## src/rtl/cmsf_pkg.sv

```systemverilog
// Package for the charger misc control, system status and fault register slice.
// Assumes a byte-wide register port driven by the serial-bus front end.
package cmsf_pkg;
    // ------------------------------------------------------------
    // Register offsets and reset value
    // ------------------------------------------------------------
    localparam logic [7:0] MISC_OFFSET = 8'h07;
    localparam logic [7:0] STATUS_OFFSET = 8'h08;
    localparam logic [7:0] FAULT_OFFSET = 8'h09;
    localparam logic [7:0] MISC_RESET = 8'h4b;
    // ------------------------------------------------------------
    // Field positions of the misc control register
    // ------------------------------------------------------------
    localparam int FORCE_DETECT_BIT = 7;
    localparam int STRETCH_BIT = 6;
    localparam int SWITCH_OFF_BIT = 5;
    localparam int WARM_VOLT_BIT = 4;
    localparam int RSVD_ONE_BIT = 3;
    localparam int RSVD_ZERO_BIT = 2;
    localparam int CHG_MASK_BIT = 1;
    localparam int BAT_MASK_BIT = 0;
    // ------------------------------------------------------------
    // Field codes and timing
    // ------------------------------------------------------------
    localparam logic [1:0] CHG_FAULT_NORMAL = 2'h0;
    localparam logic [2:0] THERM_NORMAL = 3'h0;
    localparam logic [2:0] THERM_WARM = 3'h2;
    localparam logic [9:0] WARM_DROP_MV = 10'd200;
    localparam int WD_BASE_S = 40;
    localparam int CLK_HZ = 25000000;
    localparam logic [1:0] WD_OFF = 2'h0;
endpackage

```

## src/rtl/cmsf_regs.sv

```systemverilog
// Register slice: misc control (RW), system status (RO), fault status (RO).
// Assumes the serial-bus front end and the charger core share sys_clk.
`timescale 1ns/1ps
module cmsf_regs #(
    parameter logic [31:0] WD_BASE_CYCLES = 32'(cmsf_pkg::WD_BASE_S * cmsf_pkg::CLK_HZ) // 40 s in cycles
) (
    input wire logic sys_clk, // Core clock, 25 MHz
    input wire logic rst_n, // Async reset, active low
    input wire logic [7:0] regAddr, // Register address
    input wire logic regWrite, // Write strobe, one cycle
    input wire logic [7:0] regWdata, // Write data
    output logic [7:0] regRdata, // Read data, registered
    input wire logic hostAccess, // Any valid host transaction, kicks watchdog
    input wire logic [1:0] wdSetting, // Watchdog period select
    input wire logic detectDone, // Source detection finished, pulse
    input wire logic [1:0] inputSourceStatus, // Detected input source
    input wire logic [1:0] chargeState, // Charge phase
    input wire logic inputVoltageRegulation, // Input voltage loop active
    input wire logic inputCurrentRegulation, // Input current loop active
    input wire logic inputGood, // Input judged good
    input wire logic thermalRegulation, // Thermal loop active
    input wire logic minSystemReg, // Held at minimum system voltage
    input wire logic boostFault, // Boost overload or overvoltage
    input wire logic [1:0] chargeFaultCode, // Charge fault code
    input wire logic batteryOvervoltage, // Battery overvoltage
    input wire logic [2:0] thermistorFaultCode, // Thermistor band code
    input wire logic [9:0] chargeVoltageTargetMv, // Programmed target, mV offset
    input wire logic safetyTick, // Normal-rate safety timer tick
    output logic forceSourceDetect, // Run data-line detection
    output logic batterySwitchOff, // Force battery path switch off
    output logic [9:0] chargeVoltageTarget, // Effective target, registered
    output logic safetyTimerAdvance, // Safety timer advance pulse
    output logic watchdogExpired, // Watchdog fault flag
    output logic intPulse // Interrupt request pulse
);
    // ------------------------------------------------------------
    // Misc control register
    // ------------------------------------------------------------
    logic [7:0] misc_q;
    logic [7:0] misc_d;
    wire miscWr = regWrite && (regAddr == cmsf_pkg::MISC_OFFSET);
    always_comb begin
        misc_d = misc_q;
        if (miscWr) begin
            misc_d = regWdata;
        end
        // Set from host beats clear by hardware in the same cycle
        if (detectDone && !miscWr) begin
            misc_d[cmsf_pkg::FORCE_DETECT_BIT] = 1'b0;
        end
    end
    always_ff @(posedge sys_clk or negedge rst_n) begin
        if (!rst_n) begin
            misc_q <= cmsf_pkg::MISC_RESET;
        end else begin
            misc_q <= misc_d;
        end
    end
    // Bits 3 and 2 stored as written; host keeps them 1 and 0
    assign forceSourceDetect = misc_q[cmsf_pkg::FORCE_DETECT_BIT];
    assign batterySwitchOff = misc_q[cmsf_pkg::SWITCH_OFF_BIT];
    // ------------------------------------------------------------
    // Status sampling
    // ------------------------------------------------------------
    logic [7:0] status_q;
    logic [6:0] faultLow_q;
    wire [7:0] statusNow = {inputSourceStatus, chargeState,
        inputVoltageRegulation | inputCurrentRegulation,
        inputGood, thermalRegulation, minSystemReg};
    wire [6:0] faultNow = {boostFault, chargeFaultCode, batteryOvervoltage, thermistorFaultCode};
    always_ff @(posedge sys_clk or negedge rst_n) begin
        if (!rst_n) begin
            status_q <= 8'h00;
            faultLow_q <= 7'h00;
        end else begin
            status_q <= statusNow;
            faultLow_q <= faultNow;
        end
    end
    // ------------------------------------------------------------
    // Host watchdog
    // ------------------------------------------------------------
    logic [31:0] wdCount_q;
    logic wdFault_q;
    wire [31:0] wdLimit = (wdSetting == 2'h1) ? WD_BASE_CYCLES :
                          (wdSetting == 2'h2) ? (WD_BASE_CYCLES << 1) :
                          (WD_BASE_CYCLES << 2);
    wire wdOn = (wdSetting != cmsf_pkg::WD_OFF);
    wire wdHit = wdOn && !hostAccess && (wdCount_q >= wdLimit - 32'h1);
    always_ff @(posedge sys_clk or negedge rst_n) begin
        if (!rst_n) begin
            wdCount_q <= 32'h0;
            wdFault_q <= 1'b0;
        end else begin
            if (!wdOn || hostAccess || wdHit) begin
                wdCount_q <= 32'h0;
            end else begin
                wdCount_q <= wdCount_q + 32'h1;
            end
            // A host access in the same cycle wins over expiry and clears the fault
            if (wdHit) begin
                wdFault_q <= 1'b1;
            end else if (hostAccess) begin
                wdFault_q <= 1'b0;
            end
        end
    end
    assign watchdogExpired = wdFault_q;
    // ------------------------------------------------------------
    // Read path; status and fault writes are dropped
    // ------------------------------------------------------------
    wire [7:0] faultReg = {wdFault_q, faultLow_q};
    wire [7:0] rdMux = (regAddr == cmsf_pkg::MISC_OFFSET) ? misc_q :
                       (regAddr == cmsf_pkg::STATUS_OFFSET) ? status_q :
                       (regAddr == cmsf_pkg::FAULT_OFFSET) ? faultReg : 8'h00;
    always_ff @(posedge sys_clk or negedge rst_n) begin
        if (!rst_n) begin
            regRdata <= 8'h00;
        end else begin
            regRdata <= rdMux;
        end
    end
    // ------------------------------------------------------------
    // Safety timer rate and warm-band target
    // ------------------------------------------------------------
    logic halfPhase_q;
    wire slowed = misc_q[cmsf_pkg::STRETCH_BIT] &&
                  (inputVoltageRegulation || inputCurrentRegulation || thermalRegulation);
    always_ff @(posedge sys_clk or negedge rst_n) begin
        if (!rst_n) begin
            halfPhase_q <= 1'b0;
        end else if (safetyTick) begin
            halfPhase_q <= ~halfPhase_q;
        end
    end
    assign safetyTimerAdvance = safetyTick && (!slowed || halfPhase_q);
    wire warmDrop = (thermistorFaultCode == cmsf_pkg::THERM_WARM) && misc_q[cmsf_pkg::WARM_VOLT_BIT];
    always_ff @(posedge sys_clk or negedge rst_n) begin
        if (!rst_n) begin
            chargeVoltageTarget <= 10'h000;
        end else begin
            chargeVoltageTarget <= warmDrop ? chargeVoltageTargetMv - cmsf_pkg::WARM_DROP_MV
                                            : chargeVoltageTargetMv;
        end
    end
    // ------------------------------------------------------------
    // Interrupt on new faults other than thermistor faults
    // ------------------------------------------------------------
    logic [7:0] faultPrev_q;
    wire chgEvent = (faultLow_q[5:4] != cmsf_pkg::CHG_FAULT_NORMAL) &&
                    (faultLow_q[5:4] != faultPrev_q[5:4]);
    wire wdNew = faultReg[7] && !faultPrev_q[7];
    wire boostNew = faultReg[6] && !faultPrev_q[6];
    wire batNew = faultReg[3] && !faultPrev_q[3];
    always_ff @(posedge sys_clk or negedge rst_n) begin
        if (!rst_n) begin
            faultPrev_q <= 8'h00;
            intPulse <= 1'b0;
        end else begin
            faultPrev_q <= faultReg;
            intPulse <= wdNew || boostNew ||
                        (chgEvent && misc_q[cmsf_pkg::CHG_MASK_BIT]) ||
                        (batNew && misc_q[cmsf_pkg::BAT_MASK_BIT]);
        end
    end
endmodule

```

## config.mk

```make
export PLATFORM = sky130hd
export DESIGN_NAME = cmsf_regs
export DESIGN_NICKNAME = d
export VERILOG_FILES = /design/src/rtl/cmsf_pkg.sv /design/src/rtl/cmsf_regs.sv
export SDC_FILE = /design/constraint.sdc
export NUM_CORES = 1
export LEC_CHECK = 0
export BUFFER_PORTS_ARGS = -buffer_cell sky130_fd_sc_hd__buf_4
export CAP_MARGIN = 10
export CELL_PAD_IN_SITES_DETAIL_PLACEMENT = 1
export CELL_PAD_IN_SITES_GLOBAL_PLACEMENT = 1
export CORE_UTILIZATION = 47
export CTS_CLUSTER_SIZE = 10
export DETAILED_ROUTE_END_ITERATION = 8
export PLACE_DENSITY_LB_ADDON = 0.1
export SETUP_SLACK_MARGIN = 0.02
export SLEW_MARGIN = 20
export SYNTH_ARGS = -nofsm -noshare
export SYNTH_HDL_FRONTEND = slang
export SYNTH_SLANG_ARGS = --single-unit
export TNS_END_PERCENT = 50
```

## constraint.sdc

```tcl
create_clock -name sys_clk -period 7.07 [get_ports sys_clk]
set_input_delay 0.3535 -clock sys_clk [delete_from_list [all_inputs] [get_ports sys_clk]]
set_output_delay 0.3535 -clock sys_clk [all_outputs]
set_load 0.01 [all_outputs]
```

## Yosys cells after proc, flatten, opt, wreduce, memory -nomap -nowiden

Cells that the tools add are included.
W data, S select, Z words.

- Bits of input ports: 50
- Logic and storage cells: 67
- Register bits after elaboration: 84

- Bitwise operators: 2
- Reduce and logical (&&, ||, !) cells: 32
- Order comparisons: 1
- Add/subtract/negate cells: 3
- Muxes and demuxes: 11
- Equal/unequal tests: 7

Operator list:

| cell | number |
|---|---|
| $mux W32 | 3 |
| $add A32 B1 Y32 const B | 1 |
| $ge A32 B32 Y1 | 1 |
| $mux W8 | 4 |
| $sub A32 B1 Y32 const B | 1 |
| $eq A8 B4 Y1 const B | 2 |
| $logic_and A1 B1 Y1 | 13 |
| $mux W10 | 1 |
| $sub A10 B8 Y10 const B | 1 |
| $eq A8 B3 Y1 const B | 1 |
| $logic_or A1 B1 Y1 | 8 |
| $reduce_bool A2 Y1 | 4 |
| $logic_not A1 Y1 | 7 |
| $eq A3 B2 Y1 const B | 1 |
| $mux W1 | 3 |
| $eq A2 B1 Y1 const B | 1 |
| $eq A2 B2 Y1 const B | 1 |
| $ne A2 B2 Y1 | 1 |
| $not A1 Y1 | 1 |
| $or A1 B1 Y1 | 1 |

## Logic depth before layout (Yosys ltp)

Gate-level depths: netlist of run 1.

- Depth in word-level cells: 8
- Mapped depth: 11
- Depth with buffers taken out: 9

## Worst setup path after synthesis of run 1

OpenSTA, ideal clock, no wires.

- Path type: input-to-reg
- Start point: input port wdSetting[0]
- End point: register wdCount_q[23]
- Setup time: 123 ps
- Buffers on the path: 1
- Stages: 10
- Setup slack: 4408 ps
- Arrival time: 2539 ps
- Cell sequence: inv_1 ha_1 inv_1 ha_1 nand3_1 or4b_1 or4_4 o22ai_4 buf_6 nor3_1

- Word-level cells in the longest chain between the ends: 8

RTL lines:

| item | line | text |
|---|---|---|
| from (decl) | cmsf_regs.sv:14 | `input wire logic [1:0] wdSetting,` |
| $eq A2 B2 Y1 | cmsf_regs.sv:86 | `(wdSetting == 2'h2) ? (WD_BASE_CYCLES << 1) :` |
| $mux W32 | cmsf_regs.sv:86 |  |
| $mux W32 | cmsf_regs.sv:85 | `wire [31:0] wdLimit = (wdSetting == 2'h1) ? WD_BASE_CYCLES :` |
| $sub A32 B1 Y32 | cmsf_regs.sv:89 | `wire wdHit = wdOn && !hostAccess && (wdCount_q >= wdLimit - 32'h1);` |
| $ge A32 B32 Y1 | cmsf_regs.sv:89 |  |
| $logic_and A1 B1 Y1 | cmsf_regs.sv:89 |  |
| $logic_or A1 B1 Y1 (*) | cmsf_regs.sv:95 | `if (!wdOn \|\| hostAccess \|\| wdHit) begin` |
| $mux W32 (*) | cmsf_regs.sv:95 |  |
| to (signal assigned) | cmsf_regs.sv:98 | `wdCount_q <= wdCount_q + 32'h1;` |
| to (decl) | cmsf_regs.sv:83 | `logic [31:0] wdCount_q;` |

Mark *: on every way between the ends. The rest lies on a longest branch, timed or not.
A chain may end at the register's enable or synchronous reset.

## Worst setup path in the final report of run 1

- Start point: input port wdSetting[1]
- End point: register wdCount_q[30]

The elaborated chain is that of the path after synthesis.

==> qor.yml, run 1 <==
yosys:
  syn_avg_cell_area_um2: 10.9
  netlist_instances: 366
  synthArstFlopShare: 1.00
  synth_mux_area_frac: 0.0397
  yosysMostFrequentCell: "dfrtp_1"
  ys_top_cells_by_area: "dfrtp_1 (48%), ha_1 (7.5%), nor3_1 (4.9%)"
  synth-compound-area-share: 0.0641
  netlist_area_um2: 4000
  synth_top_family_by_area: "simple AND/OR/NAND/NOR gates"
  synth_top_area_frac: 0.481
  synth_top_area_cell: "dfrtp_1"
  synth-edff-count: 0
  synthXorXnorAreaFrac: 0.0897
  synthFlopType: "dfrtp_1"
  ys_ff_latch: 81
  synthAdderAreaFrac: 0.0750
  synth_cell_types: 49
  synthTopCellsByCount: "dfrtp_1 (77), nor3_1 (39), nand2_1 (26)"
  ys_seq_area_frac: 0.508
  yosys_warnings: 0
  yosys.area_share.simple: 0.185
  synth_nets: 440
cts:
  cts_setup_buffers: 0
  root_buffer: "clkbuf_8"
  worstSkewPairLatency_ns: 0.36
  cts_tree: "done"
  numClockSinks: 81
  ctsHtreeMaxLevel: 3
  numCtsBuffers: 9
  cts-hold-fix-buffers: 0
  path_clk_slew_ns: 0.09
  clock_path_buffers: 2
  cts_resized: 0
status:
  status: "complete, no violations"
layout:
  nFillCells: 922
  drive_above_1_share: 0.251
  diodes: 0
  regArea_um2: 2030
  syn2layout_area_growth_pct: 20.8
  multi_input_area_um2: 1830
  fin_nets: 511
worst_hold_path:
  hold_class: "in2async"
pwr:
  p_leak_nw: 2.21
  p_int_mw: 0.720
  combPwrFrac: 0.085
  p_seq_frac: 0.512
  sw_frac_of_total: 0.243
  peakVddDrop_uv: 123
  switching_power_mw: 0.232
  powerDensity_nw_per_um2: 197
  clock_power_share: 0.403
detailed_routing:
  wire_per_inst_um: 17.6
  antenna_left: 0
  drcViolationCount: 0
  first_pass_iters: 4
  viasPerCell: 5.64
  routed_wl_um: 9650
  vias: 3086
  drtIter0Drc: 53
worst_setup_path:
  required_ns: 7.26
  cp.arrival_ns: 3.32
  critPathCaptureType: "flop"
  reg2reg_to: "wdCount_q[30]"
  path_max_fanout: 33
  worstSetupPathType: "in2reg"
  r2r-start: "wdCount_q[27]"
  r2r_setup_slack_ns: 4.13
  reg2reg_depth: 6
  critical_path.startpoint: "wdSetting[1]"
  start_kind: "input pin"
sta:
  fmax_mhz: 319
  finalCritPeriodShare: 0.443
  whs_ns: 0.0108
  slew_viol_final: 0
  final.setup.tns_ns: 0
  slew_headroom: 0.292
  worst_pin_slew_ns: 1.05
  setup_viol: 0
  finClkSkew_ns: 0.0123
  hold_viol: 0
  rsz0062_at_grt: "false"
  min_period_ns: 3.13
grt:
  first_global_vias: 3288
  grt_pass1_wl_um: 16000
  grt_usage: 0.238
  overflow: 0
  antenna_found_initial: 0
  grt_max_degree: 82
placed_design:
  gp_congestion: 0.915
  hpwl_um: 7040
  io_buffer_count: 72
job:
  maxCapViolations: 0
floorplanning:
  die_area_um2: 8890
  start_util: 0.487
  row_count: 33
  fp.dieH_um: 94.3
  coreArea_um2: 8220
  top_level_ports: 73
  die_w_um: 94.3
cell type report:
class,instances,share of cell area
clock buffer,9,0.0256
clock inverter,7,0.0210
tap,105,0.0272
sequential,81,0.420
inverter,18,0.0140
timing repair buffer,73,0.114
multi-input combinational,254,0.378
registers in the layout, indices dropped and copies added, names as in the netlist, 5 cells and up:
name and count:
faultLow_q 7, wdCount_q 32, misc_q 8, status_q 8, faultPrev_q 5, chargeVoltageTarget 10
regRdata 8
how the worst max path moves through the flow:
stage	to	slack, ns	cells after the start
floorplan	wdCount_q[23]	4.41	10
detailed placement	wdCount_q[10]	3.54	10
CTS	wdCount_q[30]	3.87	10
global route	wdCount_q[30]	3.70	10
global placement	wdCount_q[4]	3.63	10
finish	wdCount_q[30]	3.94	10
metrics by stage:
stage / power, mW / cells / setup slack (ns) / instance area (um^2) / util
after floorplan: 0.530 / 366 / 4.41 / 4000 / -
after global placement: 0.574 / 531 / 3.63 / 4610 / 0.561
after detailed placement: 0.579 / 531 / 3.54 / 4610 / 0.561
after CTS: 0.966 / 547 / 3.87 / 4830 / 0.588
after global routing: 0.992 / 547 / 3.70 / 4840 / 0.589
final: 0.952 / 547 / 3.94 / 4840 / 0.589
worst max-delay path: stages:
cell	delay [ns]
buf_4	0.12
inv_1	0.09
ha_1	0.41
inv_1	0.09
ha_1	0.32
nand3_1	0.10
or4b_1	0.51
or4_4	0.44
o22ai_4	0.71
nor3_1	0.17
placed cells by master, fill, tap and decap left out, drive strengths merged, types with 4 or more instances in the layout:
cell and count:
xor2 21, clkbuf 9, dfrtp 77, nand4 12
mux2i 8, nand3 16, buf 73, mux2 7
nor3 40, or4 5, o21ai 14, nand2b 4
a311oi 4, and3 4, ha 24, a21oi 8
xnor2 20, dfstp 4, nor2 11, inv 20
nand2 26
kinds of logic after synthesis:
| group | after synthesis |
|---|---|
| other | 1 |
| XOR/XNOR | 41 |
| multiplexers | 15 |
| flip-flops | 81 |
| adder cells (fa/ha/maj) | 24 |
| AND/OR/NAND/NOR | 135 |
| AO/OA/AOI/OAI | 38 |
| buffers and inverters | 31 |
layer usage:
metal	part of all wire	global-route usage	vias up	wire length, um
met5	0	0	-	0
met4	0.018	0.0923	0	178
met3	0.041	0.0526	16	400
met2	0.52	0.424	65	5060
met1	0.42	0.274	1571	4010
li1	-	-	1434	-
power groups by stage:
stage / registers, mW / logic, mW / clock network (mW)
CTS: 0.488 / 0.0826 / 0.396
floorplan: 0.496 / 0.0341 / 0
global route: 0.489 / 0.0903 / 0.412
detailed placement: 0.496 / 0.0822 / 0
finish: 0.487 / 0.0811 / 0.384
global placement: 0.495 / 0.0783 / 0
(Power assumes the default switching activity.)
==> run 2, diff against run 1 <==
--- a/config.mk
+++ b/config.mk
@@ -9,7 +9,7 @@
 export CAP_MARGIN = 10
 export CELL_PAD_IN_SITES_DETAIL_PLACEMENT = 1
 export CELL_PAD_IN_SITES_GLOBAL_PLACEMENT = 1
-export CORE_UTILIZATION = 47
+export CORE_UTILIZATION = 39
 export CTS_CLUSTER_SIZE = 10
 export DETAILED_ROUTE_END_ITERATION = 8
 export PLACE_DENSITY_LB_ADDON = 0.1
==> constraint.sdc (replaced) <==
create_clock -name sys_clk -period 2.7 [get_ports sys_clk]
set_input_delay 0.135 -clock sys_clk [delete_from_list [all_inputs] [get_ports sys_clk]]
set_output_delay 0.135 -clock sys_clk [all_outputs]
set_load 0.01 [all_outputs]
==> qor.yml, run 2 (synthesis results as in run 1) <==
placed_design:
  placed_area_um2: 4740  # +3.0%
  placedCellCount: 570  # +7.3%
  io_buffer_count: 72  # unchanged
  hpwl_um: 7110  # +1.1%
  gp_congestion: 0.838  # -8.4%
pwr:
  peakVddDrop_uv: 256  # +110%
  combPwrFrac: 0.113  # +0.028
  sw_frac_of_total: 0.251  # +0.00752
  clock_power_share: 0.342  # -0.061
  p_int_mw: 1.76  # +140%
  switching_power_mw: 0.588  # +150%
  p_seq_frac: 0.545  # +0.033
  powerDensity_nw_per_um2: 444  # +130%
  p_leak_nw: 2.40  # +8.6%
layout:
  final_cell_mix: "buf_4 (81), dfrtp_1 (77), nor3_1 (39)"
  max_flop_register: "wdCount_q"
  utilization: 0.536  # -0.0529
  syn2layout_area_growth_pct: 32.0
  finalInstanceArea_um2: 5280  # +9.3%
  largest_reg_flops: 32  # unchanged
  layout_commonest_cell: "buf_4"
  fin_nets: 558  # +9.2%
  diodes: 0  # unchanged
  drive_above_1_share: 0.243  # -0.00778
  top_regs: "wdCount_q x32, chargeVoltageTarget x10"
  instances_no_fill: 622  # +14%
grt:
  first_global_vias: 3510  # +6.8%
  overflow: 0  # unchanged
  grt_pass1_wl_um: 17400  # +8.9%
  antenna_found_initial: 0  # unchanged
  grt_usage: 0.218  # -0.0198
  grt_max_degree: 82  # unchanged
detailed_routing:
  routed_wl_um: 10300  # +6.5%
  drtIter0Drc: 72  # +36%
  antenna_left: 0  # unchanged
  wire_per_inst_um: 16.5  # -6.3%
  drcViolationCount: 0  # unchanged
  first_pass_iters: 4  # unchanged
  viasPerCell: 5.09  # -9.8%
  vias: 3165  # +2.6%
floorplanning:
  top_level_ports: 73  # unchanged
  die_w_um: 103  # +9.6%
  row_count: 36  # +9.1%
  die_area_um2: 10700  # +20%
  fp.dieH_um: 103  # +9.6%
  coreArea_um2: 9860  # +20%
  start_util: 0.406  # -0.0814
sta:
  worst_pin_slew_ns: 0.746  # -0.307 ns
  slew_viol_final: 0  # unchanged
  fmax_mhz: 404
  min_period_ns: 2.47
  rsz0062_at_grt: "false"
  setup_viol: 0  # unchanged
  whs_ns: 0.0227  # +0.0119 ns
  slew_headroom: 0.503  # +0.211
  hold_viol: 0  # unchanged
  final.setup.tns_ns: 0  # unchanged
  finClkSkew_ns: 0.0114  # -0.000993 ns
  finalCritPeriodShare: 0.916
worst_setup_path:
  cp.arrival_ns: 2.74  # -0.58 ns
  r2r-start: "wdCount_q[27]"
  critical_path.startpoint: "wdCount_q[27]"
  required_ns: 2.97  # -4.29 ns
  worstSetupPathType: "reg2reg"
  path_max_fanout: 24  # -27%
  critPathCaptureType: "flop"
  start_kind: "flop"
cts:
  ctsHtreeMaxLevel: 3  # unchanged
  path_clk_slew_ns: 0.08  # about the same
  root_buffer: "clkbuf_8"
  cts_tree: "done"
  worstSkewPairLatency_ns: 0.36  # about the same
  cts_setup_buffers: 0  # unchanged
  numClockSinks: 81  # unchanged
  clock_path_buffers: 2  # unchanged
  numCtsBuffers: 9  # unchanged
worst_hold_path:
  hold_start: "chargeVoltageTargetMv[4]"
  hold_class: "in2reg"
job:
  maxCapViolations: 0  # unchanged
status:
  status: "complete, no violations"
run 2: changes by cell type in the layout (fill, tap and decap cells not counted), moves of 2 or more:
cell,previous run,this run
clkbuf_1,0,3
bufinv_16,2,0
dlygate4sd3_1,0,36
buf_4,72,81
buf_12,0,2
run 2: stage by stage:
| stage | total power, mW | worst slack (ns) |
|---|---|---|
| floorplan | 1.39 | 0.256 |
| CTS | 2.38 | 0.178 |
| finish | 2.35 | 0.228 |
| detailed placement | 1.53 | 0.0299 |
| global placement | 1.52 | 0.0823 |
| global route | 2.45 | 0.0380 |
run 2: power groups by stage:
stage          registers [mW]  logic (mW)  clock network [mW]
3_3_place_gp             1.30       0.220                   0
3_5_place_dp             1.30       0.228                   0
5_1_grt                  1.28       0.295               0.875
2_1_floorplan            1.30      0.0892                   0
4_1_cts                  1.28       0.267               0.836
6_report                 1.28       0.266               0.802
run 2: final cells by class:
class	instances	area, um^2
Timing Repair Buffer	120	1020
Tap cell	133	166
Clock inverter	3	18.8
Clock buffer	13	149
Multi-Input combinational cell	254	1830
Fill cell	1065	4580
Inverter	18	67.6
Sequential cell	81	2030
run 2: worst paths after layout:
check                                         end  slack, ns  depth (start not counted)
min reg2reg                        faultPrev_q[6]       0.42                          0
max in group asynchronous            wdCount_q[4]       1.81                          2
min in group asynchronous  chargeVoltageTarget[1]       0.36                          2
min                        chargeVoltageTarget[4]       0.02                          3
max                                 wdCount_q[10]       0.23                          7
max reg2reg                         wdCount_q[10]       0.23                          7
run 2: what timing repair did:
| action | 4_1_cts | 5_1_grt |
|---|---|---|
| hold buffers | 36 | 0 |
| gates resized for setup | 0 | 2 |
| endpoints found under the setup margin | 0 | 22 |
| hold endpoints to repair | 48 | 0 |
run 2: worst max-delay path: stages, from the launching register on:
cell	delay (ns)
dfrtp_1	0.46
ha_1	0.38
a31o_2	0.27
a311oi_2	0.26
nor4b_1	0.12
or4_4	0.52
buf_12	0.18
nor3_1	0.19
run 2: routing by layer:
layer | global-route usage | share of wire | up-vias
met5 | 0 | 0 | -
met4 | 0.0921 | 0.018 | 0
met3 | 0.0336 | 0.028 | 12
met2 | 0.385 | 0.50 | 55
met1 | 0.265 | 0.45 | 1568
li1 | - | - | 1530
==> run 3, diff against run 2 <==
--- a/config.mk
+++ b/config.mk
@@ -12,6 +12,7 @@
 export CORE_UTILIZATION = 39
 export CTS_CLUSTER_SIZE = 10
 export DETAILED_ROUTE_END_ITERATION = 8
+export HOLD_SLACK_MARGIN = 0.06
 export PLACE_DENSITY_LB_ADDON = 0.1
 export SETUP_SLACK_MARGIN = 0.02
 export SLEW_MARGIN = 20
==> qor.yml, run 3 (synthesis results as in run 1) <==
worst_hold_path:
  hold_start: "regAddr[2]"
  hold_class: "in2reg"
  hold_path_depth: 3  # unchanged
sta:
  final.setup.tns_ns: 0  # unchanged
  whs_ns: 0.222  # +0.200 ns
  min_period_ns: 2.47  # +0.000314 ns
  finalCritPeriodShare: 0.916  # about the same
  slew_viol_final: 0  # unchanged
  slew_headroom: 0.504  # +0.00154
  rsz0062_at_grt: "false"
  fmax_mhz: 404  # about the same
  hold_viol: 0  # unchanged
  finClkSkew_ns: 0.00840  # -0.00295 ns
  worst_pin_slew_ns: 0.743  # -0.00231 ns
  setup_slack_ns: 0.227  # -0.000314 ns
  setup_viol: 0  # unchanged
placed_design:
  hpwl_um: 7110  # unchanged
  placedCellCount: 570  # unchanged
  pre_cts_ws_ns: 0.0299  # unchanged
  gp_congestion: 0.838  # unchanged
  io_buffer_count: 72  # unchanged
pwr:
  peakVddDrop_uv: 257  # about the same
  powerDensity_nw_per_um2: 442  # -0.36%
  sw_frac_of_total: 0.251  # +0.000381
  p_seq_frac: 0.543  # -0.002
  clock_power_share: 0.342  # about the same
  switching_power_mw: 0.590  # +0.36%
  p_leak_nw: 2.42  # +0.52%
  p_int_mw: 1.76  # +0.16%
  combPwrFrac: 0.115  # +0.002
worst_setup_path:
  critical_path.startpoint: "wdCount_q[27]"
  critPathCaptureType: "flop"
  reg2reg_depth: 7  # unchanged
  cp.arrival_ns: 2.74  # about the same
  path_max_fanout: 24  # unchanged
  r2r-start: "wdCount_q[27]"
  required_ns: 2.97  # about the same
  start_kind: "flop"
  worstSetupPathType: "reg2reg"
cts:
  numClockSinks: 81  # unchanged
  numCtsBuffers: 9  # unchanged
  clock_path_buffers: 2  # unchanged
  path_clk_slew_ns: 0.08  # about the same
  cts_tree: "done"
  root_buffer: "clkbuf_8"
  ctsHtreeMaxLevel: 3  # unchanged
  worstSkewPairLatency_ns: 0.36  # about the same
floorplanning:
  top_level_ports: 73  # unchanged
  start_util: 0.406  # unchanged
  fp.dieH_um: 103  # unchanged
  die_area_um2: 10700  # unchanged
  coreArea_um2: 9860  # unchanged
  row_count: 36  # unchanged
  die_w_um: 103  # unchanged
layout:
  utilization: 0.539  # +0.00304
  max_flop_register: "wdCount_q"
  final_cell_mix: "buf_4 (81), dfrtp_1 (77), nor3_1 (39), dlygate4sd3_1 (39), nand2_1 (26)"
  syn2layout_area_growth_pct: 32.8
  diodes: 0  # unchanged
  fin_nets: 561  # +0.54%
  largest_reg_flops: 32  # unchanged
  drive_above_1_share: 0.242  # -0.00148
  layout_commonest_cell: "buf_4"
  instances_no_fill: 625  # +0.48%
  top_regs: "wdCount_q x32, chargeVoltageTarget x10"
grt:
  overflow: 0  # unchanged
  grt_usage: 0.218  # +0.000531
  first_global_vias: 3506  # -0.11%
  grt_pass1_wl_um: 17400  # about the same
  grt_max_degree: 82  # unchanged
  antenna_found_initial: 0  # unchanged
detailed_routing:
  drcViolationCount: 0  # unchanged
  viasPerCell: 5.08  # -0.26%
  vias: 3172  # +0.22%
  antenna_left: 0  # unchanged
  first_pass_iters: 4  # unchanged
  wire_per_inst_um: 16.5  # -0.21%
  drtIter0Drc: 75  # +4.2%
  routed_wl_um: 10300  # +0.27%
status:
  status: "complete, no violations"
job:
  maxCapViolations: 0  # unchanged
## run 3: repair_timing
action,in CTS,in global routing
buffers inserted,0,0
gates resized for setup,0,2
endpoints found under the hold margin,112,0
hold buffers,39,0
endpoints found under the setup margin,0,22
## run 3: critical path, stage by stage (launching register included)
cell,delay (ns)
dfrtp_1,0.46
ha_1,0.38
a31o_2,0.27
a311oi_2,0.26
nor4b_1,0.12
or4_4,0.52
buf_12,0.18
nor3_1,0.19
## run 3: layout make-up
class / instances / area, um^2
flip-flops and latches: 81 / 2030
well taps: 133 / 166
repair buffers: 123 / 1050
clock buffers: 13 / 149
fillers: 1068 / 4550
inverters: 18 / 67.6
clock inverters: 3 / 18.8
multi-input cells: 254 / 1830
## run 3: power by group through the flow
stage	logic (mW)	clock network (mW)	registers (mW)
floorplan	0.0892	0	1.30
global placement	0.220	0	1.30
detailed placement	0.228	0	1.30
CTS	0.271	0.836	1.28
global route	0.299	0.875	1.28
finish	0.270	0.804	1.28
## run 3: worst paths after layout
kind	to	slack [ns]
hold / removal	regRdata[0]	0.22
setup / recovery	wdCount_q[10]	0.23
max in group asynchronous	wdCount_q[23]	1.81
min in group asynchronous	chargeVoltageTarget[1]	0.35
setup reg to reg	wdCount_q[10]	0.23
hold reg to reg	faultPrev_q[6]	0.42
## run 3: through the flow
step           cell area [um^2]  power (mW)
2_1_floorplan              4000        1.39
3_3_place_gp               4740        1.52
3_5_place_dp               4740        1.53
4_1_cts                    5300        2.38
5_1_grt                    5310        2.46
6_report                   5310        2.35
## run 3: per-layer routing
metal	global-route usage	vias to the layer above	wire length (um)
li1	-	1536	-
met1	0.265	1569	4660
met2	0.385	55	5170
met3	0.0356	12	302
met4	0.0921	0	183
met5	0	-	0
